==> config.mk <==
export PLATFORM = sky130hd
export DESIGN_NAME = ocdiv_top
export DESIGN_NICKNAME = d
export VERILOG_FILES = /design/src/rtl/ocdiv_pkg.sv /design/src/rtl/ocdiv_out_stage.sv /design/src/rtl/ocdiv_top.sv
export SDC_FILE = /design/constraint.sdc
export NUM_CORES = 1
export LEC_CHECK = 0
export ABC_AREA = 1
export BUFFER_PORTS_ARGS = -buffer_cell sky130_fd_sc_hd__clkbuf_2
export CORE_MARGIN = 3
export CORE_UTILIZATION = 56
export DETAILED_ROUTE_END_ITERATION = 8
export GPL_TIMING_DRIVEN = 0
export PLACE_DENSITY = 0.9
export RECOVER_POWER = 50
export SLEW_MARGIN = 25
export SYNTH_ARGS = -nofsm -noshare
export SYNTH_HDL_FRONTEND = slang
export SYNTH_SLANG_ARGS = --single-unit
==> constraint.sdc <==
create_clock -name mclk -period 2.6 [get_ports mclk]
set_input_delay 0.39 -clock mclk [delete_from_list [all_inputs] [get_ports mclk]]
set_output_delay 0.39 -clock mclk [all_outputs]
set_load 0.03 [all_outputs]
==> src/rtl/ocdiv_pkg.sv <==
// constants for the three-channel output clock divider block
// assumes a single 125 MHz clock and an APB register slave with 32-bit data
package ocdiv_pkg;

    localparam int NUM_CH = 3;
    localparam int NUM_SLOTS = 10;
    localparam int ADDR_W = 13;

    // register indices as printed; byte address is four times the index
    localparam logic [10:0] IDX_DIV1_CYCLE_COUNTS = 11'h093;
    localparam logic [10:0] IDX_DIV1_START_PHASE = 11'h094;
    localparam logic [10:0] IDX_CH1_POWER_DUTY = 11'h095;
    localparam logic [10:0] IDX_DIV2_CYCLE_COUNTS = 11'h096;
    localparam logic [10:0] IDX_DIV2_BYPASS_CTRL = 11'h097;
    localparam logic [10:0] IDX_DIV2_SYNC_FORCE_PHASE = 11'h197;
    localparam logic [10:0] IDX_CH2_POWER_DUTY = 11'h198;
    localparam logic [10:0] IDX_DIV3_CYCLE_COUNTS = 11'h199;
    localparam logic [10:0] IDX_DIV3_CTRL = 11'h19a;
    localparam logic [10:0] IDX_CH3_POWER_DUTY = 11'h19b;

    // storage slots
    localparam logic [3:0] SLOT_DIV1_CYC = 4'h0;
    localparam logic [3:0] SLOT_DIV1_CTL = 4'h1;
    localparam logic [3:0] SLOT_CH1_PWR = 4'h2;
    localparam logic [3:0] SLOT_DIV2_CYC = 4'h3;
    localparam logic [3:0] SLOT_DIV2_BYP = 4'h4;
    localparam logic [3:0] SLOT_DIV2_CTL = 4'h5;
    localparam logic [3:0] SLOT_CH2_PWR = 4'h6;
    localparam logic [3:0] SLOT_DIV3_CYC = 4'h7;
    localparam logic [3:0] SLOT_DIV3_CTL = 4'h8;
    localparam logic [3:0] SLOT_CH3_PWR = 4'h9;

    // per channel slot map
    localparam logic [3:0] CYC_SLOT [NUM_CH] = '{SLOT_DIV1_CYC, SLOT_DIV2_CYC, SLOT_DIV3_CYC};
    localparam logic [3:0] CTL_SLOT [NUM_CH] = '{SLOT_DIV1_CTL, SLOT_DIV2_CTL, SLOT_DIV3_CTL};
    localparam logic [3:0] BYP_SLOT [NUM_CH] = '{SLOT_DIV1_CTL, SLOT_DIV2_BYP, SLOT_DIV3_CTL};
    localparam logic [3:0] PWR_SLOT [NUM_CH] = '{SLOT_CH1_PWR, SLOT_CH2_PWR, SLOT_CH3_PWR};

    // reset values per slot
    localparam logic [7:0] RST_VAL [NUM_SLOTS] = '{
        8'h33, 8'h00, 8'h00, 8'h11, 8'h00, 8'h00, 8'h00, 8'h00, 8'h00, 8'h00
    };
    // writable bits per slot; others read zero
    localparam logic [7:0] WR_MASK [NUM_SLOTS] = '{
        8'hff, 8'hff, 8'h05, 8'hff, 8'h80, 8'h7f, 8'h05, 8'hff, 8'hff, 8'h05
    };

    // field positions
    localparam int LOW_MSB = 7;
    localparam int LOW_LSB = 4;
    localparam int HIGH_MSB = 3;
    localparam int HIGH_LSB = 0;
    localparam int BIT_BYPASS = 7;
    localparam int BIT_IGNORE_SYNC = 6;
    localparam int BIT_FORCE_HIGH = 5;
    localparam int BIT_START_HIGH = 4;
    localparam int PHASE_MSB = 3;
    localparam int PHASE_LSB = 0;
    localparam int BIT_POWER_DOWN = 2;
    localparam int BIT_CORR_DISABLE = 0;

    typedef enum logic [1:0] {
        S_DELAY,
        S_RUN
    } ocdiv_state_t;

endpackage

==> src/rtl/ocdiv_out_stage.sv <==
// output stage of one channel: three outputs, enables, correction flag
// assumes divided level and controls come from flops on the same clock
`timescale 1ns/1ns
module ocdiv_out_stage (
    // clock and reset
    input wire logic mclk,
    input wire logic reset,
    // from divider
    input wire logic level,
    input wire logic power_down,
    input wire logic bypass,
    input wire logic corr_disable,
    // to pins
    output logic [2:0] out_clk,
    output logic [2:0] out_oe_n,
    output logic duty_cycle_correction_on
);

    typedef struct packed {
        logic [2:0] clk;
        logic [2:0] oe_n;
        logic corr;
    } ocdiv_stage_t;

    ocdiv_stage_t q;
    ocdiv_stage_t next_q;

    always_comb begin
        next_q = q;
        // powered-down outputs stop driving and hold low
        next_q.clk = power_down ? 3'h0 : {3{level}};
        next_q.oe_n = {3{power_down}};
        // correction stage sits behind the divider, so it is idle in bypass
        next_q.corr = !corr_disable && !bypass && !power_down;
    end

    always_ff @(posedge mclk) begin
        if (reset) begin
            q <= '{clk: 3'h0, oe_n: 3'h0, corr: 1'b0};
        end else begin
            q <= next_q;
        end
    end

    assign out_clk = q.clk;
    assign out_oe_n = q.oe_n;
    assign duty_cycle_correction_on = q.corr;

endmodule

==> src/rtl/ocdiv_top.sv <==
// three-channel output clock divider with APB register slave
// assumes chip_sync arrives asynchronously; APB master on mclk
`timescale 1ns/1ns
module ocdiv_top #(
    parameter int ADDR_W = ocdiv_pkg::ADDR_W
) (
    // clock and reset
    input wire logic mclk,
    input wire logic reset,
    // apb slave
    input wire logic psel,
    input wire logic penable,
    input wire logic pwrite,
    input wire logic [ADDR_W-1:0] paddr,
    input wire logic [31:0] pwdata,
    input wire logic [3:0] pstrb,
    output logic [31:0] prdata,
    output logic pready,
    output logic pslverr,
    // chip-level sync, asynchronous
    input wire logic chip_sync,
    // channel outputs, three clocks and three enables per channel, one correction flag per channel
    output logic [8:0] out_clk,
    output logic [8:0] out_oe_n,
    output logic [2:0] duty_cycle_correction_on
);

    localparam int NCH = ocdiv_pkg::NUM_CH;

    typedef struct packed {
        logic [ocdiv_pkg::NUM_SLOTS-1:0][7:0] regs;
        logic pready;
        logic pslverr;
        logic [31:0] prdata;
        logic sync_meta;
        logic sync_sync;
        ocdiv_pkg::ocdiv_state_t [NCH-1:0] st;
        logic [NCH-1:0][3:0] cnt;
        logic [NCH-1:0] level;
        logic [NCH-1:0] bypass;
        logic [NCH-1:0] power_down;
        logic [NCH-1:0] corr_disable;
    } ocdiv_top_t;

    ocdiv_top_t q;
    ocdiv_top_t next_q;

    // returns {valid, slot}; misaligned or unmapped addresses are invalid
    function automatic logic [4:0] ocdiv_decode(input logic [ADDR_W-1:0] addr);
        logic [4:0] res;
        res = 5'h00;
        if (addr[1:0] == 2'h0) begin
            case (addr[12:2])
                ocdiv_pkg::IDX_DIV1_CYCLE_COUNTS: res = {1'b1, ocdiv_pkg::SLOT_DIV1_CYC};
                ocdiv_pkg::IDX_DIV1_START_PHASE: res = {1'b1, ocdiv_pkg::SLOT_DIV1_CTL};
                ocdiv_pkg::IDX_CH1_POWER_DUTY: res = {1'b1, ocdiv_pkg::SLOT_CH1_PWR};
                ocdiv_pkg::IDX_DIV2_CYCLE_COUNTS: res = {1'b1, ocdiv_pkg::SLOT_DIV2_CYC};
                ocdiv_pkg::IDX_DIV2_BYPASS_CTRL: res = {1'b1, ocdiv_pkg::SLOT_DIV2_BYP};
                ocdiv_pkg::IDX_DIV2_SYNC_FORCE_PHASE: res = {1'b1, ocdiv_pkg::SLOT_DIV2_CTL};
                ocdiv_pkg::IDX_CH2_POWER_DUTY: res = {1'b1, ocdiv_pkg::SLOT_CH2_PWR};
                ocdiv_pkg::IDX_DIV3_CYCLE_COUNTS: res = {1'b1, ocdiv_pkg::SLOT_DIV3_CYC};
                ocdiv_pkg::IDX_DIV3_CTRL: res = {1'b1, ocdiv_pkg::SLOT_DIV3_CTL};
                ocdiv_pkg::IDX_CH3_POWER_DUTY: res = {1'b1, ocdiv_pkg::SLOT_CH3_PWR};
                default: res = 5'h00;
            endcase
        end
        return res;
    endfunction

    function automatic ocdiv_top_t ocdiv_reset_value();
        ocdiv_top_t r;
        r = '0;
        for (int s = 0; s < ocdiv_pkg::NUM_SLOTS; s++) begin
            r.regs[s] = ocdiv_pkg::RST_VAL[s];
        end
        for (int c = 0; c < NCH; c++) begin
            r.st[c] = ocdiv_pkg::S_DELAY;
        end
        return r;
    endfunction

    always_comb begin
        logic [4:0] dec;
        logic [7:0] cyc;
        logic [7:0] ctl;
        logic [7:0] pwr;
        logic byp;
        logic ign;
        logic start_lvl;
        logic [3:0] len;
        logic [3:0] phase;
        dec = 5'h00;
        cyc = 8'h00;
        ctl = 8'h00;
        pwr = 8'h00;
        byp = 1'b0;
        ign = 1'b0;
        start_lvl = 1'b0;
        len = 4'h0;
        phase = 4'h0;
        next_q = q;

        // sync pin, two flops before use
        next_q.sync_meta = chip_sync;
        next_q.sync_sync = q.sync_meta;

        // apb: one wait state, answer registered
        next_q.pready = 1'b0;
        next_q.pslverr = 1'b0;
        if (psel && penable && !q.pready) begin
            dec = ocdiv_decode(paddr);
            next_q.pready = 1'b1;
            if (!dec[4]) begin
                next_q.pslverr = 1'b1;
                next_q.prdata = 32'h0000_0000;
            end else if (!pwrite) begin
                next_q.prdata = {24'h00_0000, q.regs[dec[3:0]]};
            end
        end
        if (psel && penable && q.pready && pwrite && pstrb[0]) begin
            dec = ocdiv_decode(paddr);
            if (dec[4]) begin
                next_q.regs[dec[3:0]] = pwdata[7:0] & ocdiv_pkg::WR_MASK[dec[3:0]];
            end
        end

        // divider engines, one per channel
        for (int c = 0; c < NCH; c++) begin
            cyc = q.regs[ocdiv_pkg::CYC_SLOT[c]];
            ctl = q.regs[ocdiv_pkg::CTL_SLOT[c]];
            pwr = q.regs[ocdiv_pkg::PWR_SLOT[c]];
            byp = q.regs[ocdiv_pkg::BYP_SLOT[c]][ocdiv_pkg::BIT_BYPASS];
            ign = ctl[ocdiv_pkg::BIT_IGNORE_SYNC];
            start_lvl = ctl[ocdiv_pkg::BIT_START_HIGH];
            phase = ctl[ocdiv_pkg::PHASE_MSB:ocdiv_pkg::PHASE_LSB];
            len = q.level[c] ? cyc[ocdiv_pkg::HIGH_MSB:ocdiv_pkg::HIGH_LSB]
                             : cyc[ocdiv_pkg::LOW_MSB:ocdiv_pkg::LOW_LSB];
            next_q.bypass[c] = byp;
            next_q.power_down[c] = pwr[ocdiv_pkg::BIT_POWER_DOWN];
            next_q.corr_disable[c] = pwr[ocdiv_pkg::BIT_CORR_DISABLE];

            if (byp) begin
                // flop-rate stand-in for the raw input clock; restarts clean on exit
                next_q.level[c] = !q.level[c];
                next_q.st[c] = ocdiv_pkg::S_DELAY;
                next_q.cnt[c] = 4'h0;
            end else if (q.sync_sync && !ign) begin
                // held at start level while sync stands
                next_q.level[c] = start_lvl;
                next_q.st[c] = ocdiv_pkg::S_DELAY;
                next_q.cnt[c] = 4'h0;
            end else if (q.sync_sync && ign) begin
                // counter frozen so the clock resumes where it stopped
                next_q.level[c] = ctl[ocdiv_pkg::BIT_FORCE_HIGH];
            end else begin
                case (q.st[c])
                    ocdiv_pkg::S_DELAY: begin
                        next_q.level[c] = start_lvl;
                        if (q.cnt[c] == phase) begin
                            next_q.st[c] = ocdiv_pkg::S_RUN;
                            next_q.cnt[c] = 4'h0;
                        end else begin
                            next_q.cnt[c] = q.cnt[c] + 4'h1;
                        end
                    end
                    ocdiv_pkg::S_RUN: begin
                        if (q.cnt[c] >= len) begin
                            next_q.level[c] = !q.level[c];
                            next_q.cnt[c] = 4'h0;
                        end else begin
                            next_q.cnt[c] = q.cnt[c] + 4'h1;
                        end
                    end
                    default: begin
                        next_q.st[c] = ocdiv_pkg::S_DELAY;
                        next_q.cnt[c] = 4'h0;
                    end
                endcase
            end
        end
    end

    always_ff @(posedge mclk) begin
        if (reset) begin
            q <= ocdiv_reset_value();
        end else begin
            q <= next_q;
        end
    end

    assign prdata = q.prdata;
    assign pready = q.pready;
    assign pslverr = q.pslverr;

    for (genvar g = 0; g < NCH; g++) begin : g_ch
        ocdiv_out_stage u_stage (
            .mclk(mclk),
            .reset(reset),
            .level(q.level[g]),
            .power_down(q.power_down[g]),
            .bypass(q.bypass[g]),
            .corr_disable(q.corr_disable[g]),
            .out_clk(out_clk[3*g+2:3*g]),
            .out_oe_n(out_oe_n[3*g+2:3*g]),
            .duty_cycle_correction_on(duty_cycle_correction_on[g])
        );
    end

endmodule

==> flow_summary.json <==
{
  "num_rows": 39,
  "finalHoldViolCount": 0,
  "final_common_cell": "nand2_1",
  "antenna_cells": 0,
  "die_x_um": 116.1,
  "track_usage": 0.2963,
  "areaGrowthSynthToFinish_pct": 17.74,
  "leakage_nw": 3.741,
  "cts_buffers": 17,
  "hold_depth": 3,
  "tightest_slew_ps": 786.6,
  "cts-htree-levels": 4,
  "cts_tree": "yes",
  "busiest_layer": "met2",
  "placed_area_mm2": 0.007346,
  "synth_edf_count": 0,
  "critPathLaunchType": "primary input",
  "grt_max_degree": 17,
  "most-common-layout-cells": "nand2_1 (200), dfxtp_1 (128), inv_1 (97)",
  "syn_area_per_cell_um2": 7.031,
  "nFillCells": 923,
  "ir_drop_uv": 464.5,
  "use_met2": 0.4595,
  "setup_violations": 0,
  "hpwlAfterDp_um": 13840,
  "cpLargestDelayFamily": "simple AND/OR/NAND/NOR gates",
  "crit_arrival_ps": 2890,
  "cts.clk_slew.worst_paths_ps": 60,
  "first_pass_iters": 5,
  "die_h_um": 116.1,
  "crit_type": "primary input to flop",
  "via_count": 6939,
  "cp_cell_sequence": "clkbuf_2 -> nand2_2 -> nor2_4 -> nand2_1 -> nand2_1 -> nand2_4 -> nand2_2 -> buf_6 -> nand3_2 -> buf_6 -> ha_1 -> nand2_1 -> nand2_1 -> inv_4 -> o21ai_1 -> nor2_1 -> inv_2 -> a21oi_1",
  "slew_viol_final": 0,
  "hp-class": "primary input to flop",
  "postCtsHoldBufs": 0,
  "ys_types": 45,
  "status": "finished clean",
  "fmax_mhz": 392.4,
  "finalCritPeriodShare": 0.9802,
  "maxCapViolations": 0,
  "clock_latency_ps": 420,
  "clkSinkCount": 128,
  "core_area_mm2": 0.01161,
  "final_area_mm2": 0.007989,
  "grt_pass1_vias": 6380,
  "required_ps": 2950,
  "drc": 0,
  "dominantRegCellSynth": "dfxtp_1",
  "fin_skew_ps": 10.87,
  "worst_setup_path_end_kind": "flop",
  "syn_area_mm2": 0.006785,
  "io_pins": 110,
  "ys_ff_latch": 128,
  "slowest_delay_ps": 200,
  "cp_common_cell": "nand2_1",
  "crit_slowest_cell": "ha_1",
  "max_slew_margin": 0.4725,
  "ant_nets": 0,
  "path_buf_inv": 5,
  "nets": 1142,
  "groute.layer.met3.usage": 0.1091,
  "cts_buffer_depth": 2,
  "crit_fanout": 10,
  "async_reset_ff_frac": 0,
  "vias_per_cell": 5.674,
  "ff2ff_path_depth": 12,
  "power_mw": 4.960,
  "use_met1": 0.3553,
  "gp_congestion": 1.009,
  "drive_above_1_share": 0.1574,
  "hold_ws_ps": 164.5,
  "grt_overflow": 0,
  "ys_seq_area_frac": 0.3777,
  "wl_per_cell_um": 16.48,
  "finalWirelength_um": 20160,
  "ys_warn_count": 0,
  "first_iter_violations": 812,
  "period_needed_ps": 2548,
  "grt_antenna_before_repair": 0,
  "synth_cells": 965,
  "grt_first_pass_wirelength_um": 30850,
  "path_depth": 18,
  "p_per_area_mw_per_mm2": 620.9,
  "dieArea_mm2": 0.01347,
  "cts-root-buf": "clkbuf_16",
  "io_buffers": 58,
  "initial_core_util": 0.5842
}
-- stage by stage --
step           setup TNS, ps  utilization  instances  setup slack [ps]
2_1_floorplan              0            -        988             148.6
3_3_place_gp          -38160       0.6321       1189            -645.0
3_5_place_dp          -45520       0.6325       1189            -729.6
4_1_cts                    0       0.6833       1220             2.911
5_1_grt               -12.04       0.6879       1223            -10.09
6_report                   0       0.6879       1223             51.50
-- flip-flops by register name (all words and copies together), names as in the netlist --
| signal | count |
|---|---|
| g_ch.u_stage.out_oe_n | 3 |
| pready | 1 |
| prdata | 8 |
| q | 99 |
| g_ch.u_stage.out_clk | 3 |
| g_ch.u_stage.duty_cycle_correction_on | 3 |
| pslverr | 1 |
| next_q | 10 |
-- logic make-up after synthesis --
family	synth area share
AND/OR/NAND/NOR	0.2536
AO/OA/AOI/OAI	0.1713
buffers and inverters	0.1370
flip-flops	0.3777
adder cells (fa/ha/maj)	0.03504
XOR/XNOR	0.02194
multiplexers	0.002951
other	0.0005527
-- where the power goes --
group          internal (mW)  total, mW  switching [mW]
Clock                   1.40       2.28           0.885
Sequential              2.01       2.05          0.0433
Combinational          0.208      0.628           0.420
Total                   3.61       4.96            1.35
-- cell usage after synthesis (2+ instances only) --
library cell    n  area, um2
clkbuf_1       18      67.56
inv_1          98      367.9
nand4_1         6      37.54
nand3b_1        6      45.04
nand3_1        54      270.3
xor2_1         16      140.1
nand2_1       207      777.0
a21oi_1        95      475.5
o21a_1          3      22.52
nor4_1          5      31.28
o211ai_2        4      50.05
o211ai_1        4      30.03
nand3_2         2      20.02
a22oi_1         2      15.01
buf_1           3      11.26
nor3_1         11      55.05
nor2_2          3      18.77
nor2_1         77      289.0
nor3_4          2      32.53
mux2i_1         2      20.02
or2_2           4      25.02
nor3b_1         5      37.54
nand2_2         5      31.28
o21ai_1         8      40.04
ha_1           19      237.7
buf_2           7      35.03
clkinv_1        3      11.26
buf_4          53      397.9
inv_2           6      22.52
a31oi_1         4      25.02
nor2_4          2      22.52
o21ai_0        91      455.4
dfxtp_1       128       2562
-- layout make-up --
type | instances | area (um2) | area share
clock inverters | 11 | 117.6 | 0.01472
plain buffers | 82 | 534.3 | 0.06688
well taps | 143 | 178.9 | 0.02240
clock buffers | 20 | 436.7 | 0.05466
multi-input cells | 670 | 3476 | 0.4351
inverters | 108 | 410.4 | 0.05137
repair buffers | 61 | 272.8 | 0.03414
flip-flops and latches | 128 | 2562 | 0.3208
-- worst reg2reg max path, stage by stage, from the launching register on --
cell,delay [ps]
dfxtp_1,300
clkbuf_1,260
mux2i_1,300
ha_1,270
o21ai_0,80
inv_1,60
o21ai_0,150
inv_1,50
o21ai_0,210
a31oi_1,140
nor2_1,150
nand2_1,70
a21oi_1,110
-- final timing paths --
path | slack [ps] | startpoint | to
max | 50 | paddr[2] | q[134]$_SDFFE_PP0P_
min | 160 | chip_sync | next_q[30]$_SDFF_PP0_
max reg2reg | 400 | q[10]$_SDFFE_PP0P_ | q[17]$_SDFFE_PP0N_
min reg2reg | 390 | q[0]$_SDFF_PP0_ | g_ch[0].u_stage.duty_cycle_correction_on$_SDFF_PP0_
-- metal layers --
metal / up-vias / part of all wire
li1: 3288 / -
met1: 3120 / 0.38
met2: 432 / 0.44
met3: 99 / 0.11
met4: 0 / 0.063
met5: - / 0
-- timing repair --
item,CTS,global route
endpoints found under the setup margin,67,75
buffers inserted,0,3
gates cloned,0,0
gates resized for setup,10,22
hold endpoints to repair,0,0
pin swaps,1,4
No activity file was read; power rests on OpenSTA's default activity.
